===== config.mk =====
export PLATFORM = sky130hd
export DESIGN_NAME = agse_gpe_status_enable
export DESIGN_NICKNAME = d
export VERILOG_FILES = /design/src/rtl/agse_pkg.sv /design/src/rtl/agse_gpe_status_enable.sv
export SDC_FILE = /design/constraint.sdc
export NUM_CORES = 1
export LEC_CHECK = 0
export BUFFER_PORTS_ARGS = -buffer_cell sky130_fd_sc_hd__clkbuf_2
export CAP_MARGIN = 30
export CORE_MARGIN = 8
export CORE_UTILIZATION = 45
export CTS_CLUSTER_DIAMETER = 60
export CTS_CLUSTER_SIZE = 40
export DETAILED_ROUTE_END_ITERATION = 16
export GPL_TIMING_DRIVEN = 0
export PLACE_DENSITY = 0.72
export SLEW_MARGIN = 20
export SYNTH_ARGS = -nofsm -noshare
export SYNTH_HDL_FRONTEND = slang
export SYNTH_SLANG_ARGS = --single-unit

===== constraint.sdc =====
create_clock -name pclk -period 4.4 [get_ports pclk]
set_input_delay 0.22 -clock pclk [delete_from_list [all_inputs] [get_ports pclk]]
set_output_delay 0.22 -clock pclk [all_outputs]
set_load 0.01 [all_outputs]

===== src/rtl/agse_pkg.sv =====
package agse_pkg;

	////////////////////////////////////////////////////////////////////////////////
	// Bus geometry
	localparam int          AGSE_ADDR_W        = 12;
	localparam int          AGSE_DATA_W        = 32;

	////////////////////////////////////////////////////////////////////////////////
	// Register byte offsets
	localparam logic [11:0] AGSE_OFS_EVT_STS   = 12'h000;
	localparam logic [11:0] AGSE_OFS_GPIO_EN   = 12'h004;
	localparam logic [11:0] AGSE_OFS_FLAG_EN   = 12'h008;
	localparam logic [11:0] AGSE_OFS_PIN_STS   = 12'h00C;

	////////////////////////////////////////////////////////////////////////////////
	// Event status flag positions
	localparam int          AGSE_FLAG_W        = 4;
	localparam int          AGSE_BIT_ALARM     = 0;
	localparam int          AGSE_BIT_PORT_LINE = 1;
	localparam int          AGSE_BIT_KBD_IRQ   = 2;
	localparam int          AGSE_BIT_MS_IRQ    = 3;

	////////////////////////////////////////////////////////////////////////////////
	// Pin event port and enable byte
	localparam int          AGSE_PIN_W         = 8;

	////////////////////////////////////////////////////////////////////////////////
	// Synchronised input vector layout
	localparam int          AGSE_SYNC_KBD_IRQ  = 0;
	localparam int          AGSE_SYNC_MS_IRQ   = 1;
	localparam int          AGSE_SYNC_KBD_WEN  = 2;
	localparam int          AGSE_SYNC_MS_WEN   = 3;
	localparam int          AGSE_SYNC_ACTIVE   = 4;
	localparam int          AGSE_SYNC_AUX      = 5;
	localparam int          AGSE_SYNC_ALARM    = 6;
	localparam int          AGSE_SYNC_PIN_LSB  = 7;
	localparam int          AGSE_SYNC_W        = 15;

	////////////////////////////////////////////////////////////////////////////////
	// Reset values
	localparam logic [3:0]  AGSE_RST_FLAGS     = 4'h0;
	localparam logic [3:0]  AGSE_RST_FLAG_EN   = 4'h0;
	localparam logic [7:0]  AGSE_RST_GPIO_EN   = 8'h00;
	localparam logic [7:0]  AGSE_RST_PIN_STS   = 8'h00;
	localparam logic [14:0] AGSE_RST_SYNC      = 15'h0000;
	localparam logic [31:0] AGSE_RST_RDATA     = 32'h0000_0000;
	localparam logic        AGSE_RST_INT       = 1'h0;

endpackage : agse_pkg


===== src/rtl/agse_gpe_status_enable.sv =====
`timescale 1ns/1ns
// Summary of operation
// - Keyboard wake flag sets on keyboard IRQ when its wake enable and module active
// - Writing one clears a status flag; writing zero leaves it alone
// - Port-line flag sets while the aux output pin is high and module active
// - Alarm wake flag sets on any alarm event and mirrors the PM alarm bit
// - Writing one to the alarm flag clears it and the mirrored alarm bit
// - Keyboard and port-line flags read zero after reset until an event
// - Low byte of the event enable map lives at offset 04h
// - Enable bit n lets pin n events of port 1 raise the PM interrupt
// - Enable bits are read/write and reset to zero
// - Mouse wake flag sets on mouse IRQ when its wake enable and module active
module agse_gpe_status_enable
	import agse_pkg::*;
(
	// Clock and reset
	input  wire logic                   pclk,
	input  wire logic                   presetn,
	// APB slave
	input  wire logic                   psel,
	input  wire logic                   penable,
	input  wire logic                   pwrite,
	input  wire logic [AGSE_ADDR_W-1:0] paddr,
	input  wire logic [AGSE_DATA_W-1:0] pwdata,
	input  wire logic [3:0]             pstrb,
	output      logic [AGSE_DATA_W-1:0] prdata,
	output      logic                   pready,
	output      logic                   pslverr,
	// Keyboard and mouse controller
	input  wire logic                   kbd_irq,
	input  wire logic                   ms_irq,
	input  wire logic                   kbd_wake_enable,
	input  wire logic                   ms_wake_enable,
	input  wire logic                   kbc_module_active,
	input  wire logic                   kbc_aux_output_pin,
	// Real-time clock alarm and PM status high register
	input  wire logic                   rtc_alarm_event,
	input  wire logic                   pm_alarm_status_clear,
	output      logic                   pm_alarm_status_bit,
	// Event capable GPIO port 1
	input  wire logic [AGSE_PIN_W-1:0]  gpio_port1_event,
	// Power management interrupt
	output      logic                   pm_interrupt_out
);

	////////////////////////////////////////////////////////////////////////////////
	// Input synchronisers
	// All event sources come from pins or other domains, so every one is
	// double registered; only the second stage feeds any logic.
	logic [AGSE_SYNC_W-1:0] sync1_r;
	logic [AGSE_SYNC_W-1:0] sync2_r;
	logic [AGSE_SYNC_W-1:0] sync_in;

	always_comb begin
		sync_in = {gpio_port1_event,
			rtc_alarm_event,
			kbc_aux_output_pin,
			kbc_module_active,
			ms_wake_enable,
			kbd_wake_enable,
			ms_irq,
			kbd_irq};
	end

	always_ff @(posedge pclk or negedge presetn) begin
		if (!presetn) begin
			sync1_r <= AGSE_RST_SYNC;
			sync2_r <= AGSE_RST_SYNC;
		end else begin
			sync1_r <= sync_in;
			sync2_r <= sync1_r;
		end
	end

	logic                  s_kbd_irq;
	logic                  s_ms_irq;
	logic                  s_kbd_wen;
	logic                  s_ms_wen;
	logic                  s_active;
	logic                  s_aux;
	logic                  s_alarm;
	logic [AGSE_PIN_W-1:0] s_pins;

	always_comb begin
		s_kbd_irq = sync2_r[AGSE_SYNC_KBD_IRQ];
		s_ms_irq  = sync2_r[AGSE_SYNC_MS_IRQ];
		s_kbd_wen = sync2_r[AGSE_SYNC_KBD_WEN];
		s_ms_wen  = sync2_r[AGSE_SYNC_MS_WEN];
		s_active  = sync2_r[AGSE_SYNC_ACTIVE];
		s_aux     = sync2_r[AGSE_SYNC_AUX];
		s_alarm   = sync2_r[AGSE_SYNC_ALARM];
		s_pins    = sync2_r[AGSE_SYNC_PIN_LSB +: AGSE_PIN_W];
	end

	////////////////////////////////////////////////////////////////////////////////
	// APB decode
	logic setup_ph;
	logic access_ph;
	logic hit_evt;
	logic hit_gpio;
	logic hit_flag;
	logic hit_pin;
	logic mapped;
	logic wr_en;
	logic rd_done;

	always_comb begin
		hit_evt  = 1'b0;
		hit_gpio = 1'b0;
		hit_flag = 1'b0;
		hit_pin  = 1'b0;
		if (paddr == AGSE_OFS_EVT_STS) begin
			hit_evt = 1'b1;
		end else if (paddr == AGSE_OFS_GPIO_EN) begin
			hit_gpio = 1'b1;
		end else if (paddr == AGSE_OFS_FLAG_EN) begin
			hit_flag = 1'b1;
		end else if (paddr == AGSE_OFS_PIN_STS) begin
			hit_pin = 1'b1;
		end
		mapped    = hit_evt | hit_gpio | hit_flag | hit_pin;
	end

	// Every register fits in the low byte lane, so lanes 1 to 3 carry nothing
	always_comb begin
		setup_ph  = psel & ~penable;
		access_ph = psel & penable;
		// Unmapped or byte-lane-less writes store nothing
		wr_en     = access_ph & pwrite & mapped & pstrb[0];
		rd_done   = access_ph & ~pwrite;
	end

	// Read data is captured in setup, so the access phase always completes at once
	// With no wait states there is no timeout path; pslverr marks unmapped offsets only
	always_comb begin
		pready  = 1'b1;
		pslverr = access_ph & ~mapped;
	end

	////////////////////////////////////////////////////////////////////////////////
	// Event status flags
	// Bits follow the status register: alarm, port line, keyboard, mouse
	logic [AGSE_FLAG_W-1:0] flags_r;
	logic [AGSE_FLAG_W-1:0] flags_nxt;
	logic [AGSE_FLAG_W-1:0] flag_set;
	logic [AGSE_FLAG_W-1:0] flag_clr;

	always_comb begin
		flag_set = '0;
		flag_set[AGSE_BIT_KBD_IRQ]   = s_kbd_irq & s_kbd_wen & s_active;
		flag_set[AGSE_BIT_MS_IRQ]    = s_ms_irq & s_ms_wen & s_active;
		flag_set[AGSE_BIT_PORT_LINE] = s_aux & s_active;
		flag_set[AGSE_BIT_ALARM]     = s_alarm;
		flag_clr = '0;
		if (wr_en && hit_evt) begin
			flag_clr = pwdata[AGSE_FLAG_W-1:0];
		end
		// Clearing the mirrored PM alarm bit clears this flag too
		if (pm_alarm_status_clear) begin
			flag_clr[AGSE_BIT_ALARM] = 1'b1;
		end
		// A new event in the clearing cycle survives the clear; sources are levels,
		// so a flag cannot be cleared while its source still holds it set
		flags_nxt = (flags_r & ~flag_clr) | flag_set;
	end

	always_ff @(posedge pclk or negedge presetn) begin
		if (!presetn) begin
			flags_r <= AGSE_RST_FLAGS;
		end else begin
			flags_r <= flags_nxt;
		end
	end

	// One storage bit backs both views, so the two can never disagree
	always_comb begin
		pm_alarm_status_bit = flags_r[AGSE_BIT_ALARM];
	end

	////////////////////////////////////////////////////////////////////////////////
	// Enable registers
	// Enables only gate the line; status keeps latching while its enable is clear
	logic [AGSE_PIN_W-1:0]  gpio_en_r;
	logic [AGSE_PIN_W-1:0]  gpio_en_nxt;
	logic [AGSE_FLAG_W-1:0] flag_en_r;
	logic [AGSE_FLAG_W-1:0] flag_en_nxt;

	always_comb begin
		gpio_en_nxt = gpio_en_r;
		flag_en_nxt = flag_en_r;
		if (wr_en && hit_gpio) begin
			gpio_en_nxt = pwdata[AGSE_PIN_W-1:0];
		end
		if (wr_en && hit_flag) begin
			flag_en_nxt = pwdata[AGSE_FLAG_W-1:0];
		end
	end

	always_ff @(posedge pclk or negedge presetn) begin
		if (!presetn) begin
			gpio_en_r <= AGSE_RST_GPIO_EN;
			flag_en_r <= AGSE_RST_FLAG_EN;
		end else begin
			gpio_en_r <= gpio_en_nxt;
			flag_en_r <= flag_en_nxt;
		end
	end

	////////////////////////////////////////////////////////////////////////////////
	// Pin event status, sticky, cleared by reading
	logic [AGSE_PIN_W-1:0] pin_sts_r;
	logic [AGSE_PIN_W-1:0] pin_sts_nxt;
	logic [AGSE_PIN_W-1:0] pin_clr;

	always_comb begin
		pin_clr = '0;
		// Only bits software actually saw in setup are cleared, so an event
		// landing between setup and access is kept for the next read
		if (rd_done && hit_pin) begin
			pin_clr = prdata[AGSE_PIN_W-1:0];
		end
		pin_sts_nxt = (pin_sts_r & ~pin_clr) | s_pins;
	end

	always_ff @(posedge pclk or negedge presetn) begin
		if (!presetn) begin
			pin_sts_r <= AGSE_RST_PIN_STS;
		end else begin
			pin_sts_r <= pin_sts_nxt;
		end
	end

	////////////////////////////////////////////////////////////////////////////////
	// Read data
	logic [AGSE_DATA_W-1:0] rdata_r;
	logic [AGSE_DATA_W-1:0] rdata_nxt;
	logic [AGSE_DATA_W-1:0] rd_mux;

	// Unmapped offsets fall through to zero, which is what the bus reads back
	always_comb begin
		rd_mux = '0;
		if (hit_evt) begin
			rd_mux[AGSE_FLAG_W-1:0] = flags_r;
		end else if (hit_gpio) begin
			rd_mux[AGSE_PIN_W-1:0] = gpio_en_r;
		end else if (hit_flag) begin
			rd_mux[AGSE_FLAG_W-1:0] = flag_en_r;
		end else if (hit_pin) begin
			rd_mux[AGSE_PIN_W-1:0] = pin_sts_r;
		end
	end

	always_comb begin
		rdata_nxt = rdata_r;
		if (setup_ph && !pwrite) begin
			rdata_nxt = rd_mux;
		end
	end

	always_ff @(posedge pclk or negedge presetn) begin
		if (!presetn) begin
			rdata_r <= AGSE_RST_RDATA;
		end else begin
			rdata_r <= rdata_nxt;
		end
	end

	always_comb begin
		prdata = rdata_r;
	end

	////////////////////////////////////////////////////////////////////////////////
	// Power management interrupt
	// Level output from its own register, fed from next-state terms so it adds no delay
	logic                   pm_int_r;
	logic                   pm_int_nxt;
	logic [AGSE_PIN_W-1:0]  pin_pend;
	logic [AGSE_FLAG_W-1:0] flag_pend;

	// Next-state terms keep the line in step with the status bits, so software
	// never finds a pending bit while the line is still low
	always_comb begin
		pin_pend   = pin_sts_nxt & gpio_en_nxt;
		flag_pend  = flags_nxt & flag_en_nxt;
		pm_int_nxt = (|pin_pend) | (|flag_pend);
	end

	always_ff @(posedge pclk or negedge presetn) begin
		if (!presetn) begin
			pm_int_r <= AGSE_RST_INT;
		end else begin
			pm_int_r <= pm_int_nxt;
		end
	end

	always_comb begin
		pm_interrupt_out = pm_int_r;
	end

endmodule : agse_gpe_status_enable


==> flow_metrics.tcl, run 1 <==
set metrics [dict create \
    run_status "completed" \
    worstSetupStartpointType "primary input" \
    ctsLongestPathBuffers 2 \
    die_h_um 91.9 \
    vias 1818 \
    drive_above_1_share_pct 36.9 \
    synth_common_cells "dfrtp_1, buf_4, nand2_1" \
    hpwl_um 4040 \
    post-cts-setup-buffers 0 \
    async_reset_ff_share_pct 100 \
    wl_per_cell_um 14.3 \
    yosysWarnings 0 \
    endpoint_kind "flop" \
    path_max_fanout 5 \
    crit_path_max_incr_delay_ps 640 \
    core_um2 5540 \
    rsz0062_at_grt "false" \
    fin_crit_ps 2090 \
    htreeDepth 3 \
    crit_buf_inv 1 \
    power_density_nw_per_um2 359 \
    nFillCells 465 \
    relSlewSlack_pct 53.9 \
    vias_per_cell 4.73 \
    fmax_mhz 479 \
    sw_frac_of_total_pct 22.0 \
    ys_ff_latch 63 \
    dr.pass1.iters 4 \
    netlist.area_leader.share_pct 60.8 \
    cap_violations 0 \
    remaining_drc_errors 0 \
    arrival_ps 2300 \
    fin_tns_setup_ps 0 \
    slew_viol_final 0 \
    antenna_found_initial 0 \
    synth.area.top_cells "dfrtp_1, buf_4, mux2_2, nand2_1, o21ai_0" \
    whs_ps 136 \
    die_w_um 91.9 \
    place_inst 352 \
    io_pins 105 \
    p_clk_share_pct 43.5 \
    p_int_uw 959 \
    leakagePower_nw 1.72 \
    cts.sinks 63 \
    pwr-share-comb_pct 7.8 \
    cts_tree "built" \
    gr-total-overflow 0 \
    hold_viol_final 0 \
    routabilityCongestion 0.760 \
    drt_iter0_drc 99 \
    synth.avg_cell_area_um2 12.7 \
    fin_worst_skew_ps 7.72 \
    start_util_pct 46.8 \
    slowest_stage "nor4_2" \
    grt_pass1_vias 1905 \
    grtUsageTotal_pct 13.5 \
    synth_edf_count 0 \
    tightest_slew_ps 689 \
    cts-buffers-inserted 9 \
    fin_crit_sh_pct 47.5 \
    n_antenna_cell 0 \
    peakVddDrop_v 0.000273 \
    io_buffers 52 \
    rows 27 \
    finalNonFillerCells 384 \
    syn_area_um2 2590 \
    cpLargestDelayFamily "simple AND/OR/NAND/NOR gates" \
    syn_inst 204 \
    synth-main-ff-cell "dfrtp_1" \
    clock-root-buffer "clkbuf_8" \
    p_sw_uw 271 \
    hold_path.class "in2reg" \
    path_cells "clkbuf_2 > nor4_2 > nand4_1 > a21boi_0 > a2bb2oi_1 > nand4b_1 > nand4bb_1" \
    synth_cell_types 42 \
    grt_max_degree 55 \
    synth_top_cell_by_area "dfrtp_1" \
    clkTransAtPathRegs_ps 70 \
    crit_type "in2reg" \
    clock_latency_ps 330 \
    setup_viol 0 \
    grt_pass1_wl_um 8910 \
    dieArea_um2 8450 \
    p_seq_share_pct 48.7 \
    layout.nets 376 \
    worstPathRequired_ps 4610 \
    wl_um 5480 \
    yosysMostFrequentCell "dfrtp_1" \
    yosysSeqAreaShare_pct 60.8 \
    area_growth_pct 32.4 \
    drtAntennaViolNets 0 \
]
==> cell families (layout without fill, tap and decap cells) <==
| group | after synthesis | after routing | share of synthesized area, % |
|---|---|---|---|
| buffers and inverters | 41 | 126 | 9.65 |
| flip-flops | 63 | 63 | 60.8 |
| AO/OA/AOI/OAI | 41 | 41 | 11.4 |
| AND/OR/NAND/NOR | 45 | 45 | 12.5 |
| multiplexers | 12 | 12 | 5.31 |
| other | 2 | 25 | 0.290 |
==> layout by cell type (no fill, tap or decap), drive strengths merged, types with 2 or more instances in the layout <==
cell type and instances:
a21o 2, dlygate4sd3 16, dfrtp 63, clkinvlp 2, nand2 17, inv 13
a32oi 2, and4 2, clkbuf 63, mux2 11, nor4b 2, a21boi 2
a22oi 6, buf 28, nor2 7, nor4 3, conb 25, a21oi 2
nand4 4, bufinv 2, a221oi 4, o21ai 11, a22o 4, a31oi 6
clkinv 2
==> state kept, by name, indices dropped and copies added (netlist names) <==
register	count
pin_sts_r	8
pm_interrupt_out	1
flag_en_r	4
sync1_r	15
prdata	8
flags_r	4
sync2_r	15
gpio_en_r	8
==> path summary, 6_finish.rpt <==
| check | startpoint | endpoint | slack [ps] | depth (start not counted) |
|---|---|---|---|---|
| worst max register to register | prdata[2] | pm_interrupt_out | 2800 | 6 |
| min in group asynchronous | presetn | pin_sts_r[3] | 290 | 2 |
| max in group asynchronous | presetn | sync2_r[11] | 3620 | 3 |
| worst min register to register | sync1_r[7] | sync2_r[7] | 350 | 0 |
| worst max-delay path | paddr[1] | pm_interrupt_out | 2310 | 7 |
| worst min-delay path | pwdata[6] | gpio_en_r[6] | 140 | 2 |
==> power groups by stage <==
| stage | combinational [mW] | sequential, mW | clock, mW |
|---|---|---|---|
| global placement | 0.0804 | 0.610 | 0 |
| CTS | 0.0960 | 0.599 | 0.546 |
| global route | 0.106 | 0.601 | 0.570 |
| floorplan | 0.0409 | 0.609 | 0 |
| detailed placement | 0.0849 | 0.610 | 0 |
| finish | 0.0962 | 0.599 | 0.536 |
==> layout make-up <==
class	count	area [um^2]	area share (%)
Sequential cell	63	1580	45.9
Multi-Input combinational cell	123	852	24.8
Timing Repair Buffer	69	450	13.1
Buffer	28	201	5.87
Clock buffer	10	128	3.72
Tap cell	72	90.1	2.62
Clock inverter	6	85.1	2.48
Inverter	13	48.8	1.42
==> metrics by stage <==
stage	utilization, %	total power [mW]	worst slack [ps]	instance area [um^2]
finish	61.9	1.23	2310	3430
global placement	54.7	0.690	1940	3030
floorplan	-	0.650	2520	2680
detailed placement	55.2	0.695	1940	3060
CTS	61.9	1.24	2310	3430
global route	61.9	1.28	2140	3430
==> timing repair <==
action,4_1_cts,5_1_grt
hold endpoints to repair,24,0
hold buffers,16,0
resized for setup,0,0
==> routing by layer <==
layer	up-vias	global-route usage (%)	part of all wire, %
li1	880	-	-
met3	13	5.22	6.1
met4	0	7.25	2.3
met1	865	15.6	44
met2	60	21.4	47
met5	-	0	0
(Power assumes the default switching activity.)
==> inputs of run 2 (changes only) <==
--- a/config.mk
+++ b/config.mk
@@ -5,10 +5,11 @@
 export SDC_FILE = /design/constraint.sdc
 export NUM_CORES = 1
 export LEC_CHECK = 0
+export ABC_AREA = 1
 export BUFFER_PORTS_ARGS = -buffer_cell sky130_fd_sc_hd__clkbuf_2
 export CAP_MARGIN = 30
 export CORE_MARGIN = 8
-export CORE_UTILIZATION = 45
+export CORE_UTILIZATION = 43
 export CTS_CLUSTER_DIAMETER = 60
 export CTS_CLUSTER_SIZE = 40
 export DETAILED_ROUTE_END_ITERATION = 16
==> constraint.sdc (replaced) <==
create_clock -name pclk -period 1.8 [get_ports pclk]
set_input_delay 0.09 -clock pclk [delete_from_list [all_inputs] [get_ports pclk]]
set_output_delay 0.09 -clock pclk [all_outputs]
set_load 0.01 [all_outputs]
==> run 2 against run 1 <==
Net effect: core utilization fell by 2.9 points; wire length rose by 6.2%; sequential share of layout area fell by 1.1 points; critical path type is now in2out; critical endpoint is now pslverr; highest routed layer unchanged.
==> flow_metrics.tcl, run 2 <==
set metrics [dict create \
    wl_um 5820 \
    path_max_fanout 10 \
    gr-total-overflow 0 \
    slew_viol_final 0 \
    whs_ps 26.6 \
    worstPathRequired_ps 1710 \
    routabilityCongestion 0.881 \
    yosysMostFrequentCell "nand2_1" \
    layout.nets 455 \
    grt_max_degree 40 \
    grt_pass1_wl_um 9790 \
    synth_common_cells "nand2_1, dfrtp_1, buf_4" \
    synth.avg_cell_area_um2 9.55 \
    layout_common_cells "nand2_1, dfrtp_1, clkbuf_2" \
    setup_viol 0 \
    vias 2101 \
    remaining_drc_errors 0 \
    syn_inst 279 \
    vias_per_cell 4.51 \
    synth_cell_types 28 \
    tightest_slew_ps 513 \
    power_density_nw_per_um2 839 \
    hold_path.class "in2reg" \
    die_w_um 94.7 \
    drtAntennaViolNets 0 \
    fmax_mhz 676 \
    hp-start "pm_alarm_status_clear" \
    cts.sinks 63 \
    cts-buffers-inserted 9 \
    ys_ff_latch 63 \
    grt_pass1_vias 2145 \
    timing.rr.start "prdata[7]" \
    hold_viol_final 0 \
    io_buffers 52 \
    die_h_um 94.7 \
    endpoint_kind "output pin" \
    leakagePower_nw 1.84 \
    cts-resized-gates 0 \
    relSlewSlack_pct 65.7 \
    yosysSeqAreaShare_pct 59.2 \
    htreeDepth 3 \
    crit_type "in2out" \
    worstSetupStartpointType "primary input" \
    final_core_util_pct 59.1 \
    ctsLongestPathBuffers 2 \
    cts_tree "built" \
    synth_top_cell_by_area "dfrtp_1" \
    clock-root-buffer "clkbuf_8" \
    dieArea_um2 8970 \
    hold_end "flags_r[0]" \
    rows 28 \
    async_reset_ff_share_pct 100 \
    drive_above_1_share_pct 27.1 \
    synth_edf_count 0 \
    run_status "completed" \
    syn_area_um2 2670 \
    synth-main-ff-cell "dfrtp_1" \
    wl_per_cell_um 12.5 \
    reg2reg_to "pm_interrupt_out" \
    netlist.area_leader.share_pct 59.2 \
    core_um2 5960 \
    cap_violations 0 \
    hpwl_um 4500 \
    peakVddDrop_v 0.000644 \
    fin_crit_ps 1480 \
    r2r_setup_slack_ps 630 \
    arrival_ps 1390 \
    start_util_pct 44.7 \
    fin_worst_skew_ps 10.8 \
    clock_latency_ps 340 \
    nFillCells 531 \
    final_common_cell "nand2_1" \
    n_antenna_cell 0 \
    fin_crit_sh_pct 82.2 \
    clkTransAtPathRegs_ps 60 \
    holdPathStages 4 \
    rsz0062_at_grt "false" \
    synth.area.top_cells "dfrtp_1, nand2_1, buf_4, nand3_1, inv_1" \
    reg_top3 "sync1_r: 15 flops, sync2_r: 15 flops" \
    antenna_found_initial 0 \
    dr.pass1.iters 4 \
    yosysWarnings 0 \
    grtUsageTotal_pct 14.3 \
    io_pins 105 \
    drt_iter0_drc 91 \
    fin_tns_setup_ps 0 \
    area_growth_pct 32.1 \
    r2r_cells 7 \
]
## run 2: layout make-up
type	instances	area, um^2	area share, %
Tap cell	75	93.8	2.67
Multi-Input combinational cell	182	852	24.2
Inverter	26	97.6	2.77
Clock buffer	13	149	4.23
Timing Repair Buffer	73	483	13.7
Buffer	31	225	6.40
Clock inverter	3	42.5	1.21
Sequential cell	63	1580	44.8
## run 2: stage by stage
step / std cells / instance area, um^2 / worst slack, ps / total power, mW
floorplan: 302 / 2750 / 540 / 1.65
global placement: 429 / 3110 / 75.8 / 1.76
detailed placement: 430 / 3130 / 86.0 / 1.77
CTS: 466 / 3520 / 307 / 2.98
global route: 466 / 3520 / 142 / 3.10
finish: 466 / 3520 / 320 / 2.95
## run 2: cell families (layout without fill, tap and decap cells)
family | count (synthesis) | in the layout | synth area share (%)
DFF | 63 | 63 | 59.2
other | 2 | 25 | 0.282
and+or+nand+nor | 130 | 130 | 22.0
AOI/OAI and AO/OA | 27 | 27 | 6.43
buffers and inverters | 57 | 146 | 12.1
## run 2: layer usage
layer	GRT usage, %	part of all wire (%)	up-vias
li1	-	-	1073
met1	16.7	42	931
met2	21.4	44	84
met3	5.48	11	13
met4	10.0	3.6	0
met5	0	0	-
## run 2: timing repair
item | 4_1_cts | 5_1_grt
hold buffers | 20 | 0
hold endpoints to repair | 43 | 0
setup buffers | 0 | 0
## run 2: where the power goes
part	switching [mW]	leakage, nW	total, mW	internal [mW]
logic	0.145	1.01	0.280	0.135
clock network	0.501	0.0936	1.18	0.676
registers	0.0245	0.740	1.49	1.47
total	0.670	1.84	2.95	2.28
## run 2: worst max-delay path by stage
stage	to	start
6_report	pslverr	paddr[11]
5_1_grt	pslverr	paddr[11]
4_1_cts	pslverr	paddr[11]
3_5_place_dp	pm_interrupt_out	paddr[0]
3_3_place_gp	pm_interrupt_out	paddr[0]
2_1_floorplan	pm_interrupt_out	paddr[0]
## run 2: critical path: stages
cell	delay [ps]
clkbuf_2	80
nor2_1	90
nand2_1	90
nor2_4	220
buf_2	250
nand2_1	230
nand2_1	130
a211oi_1	50
clkbuf_2	150
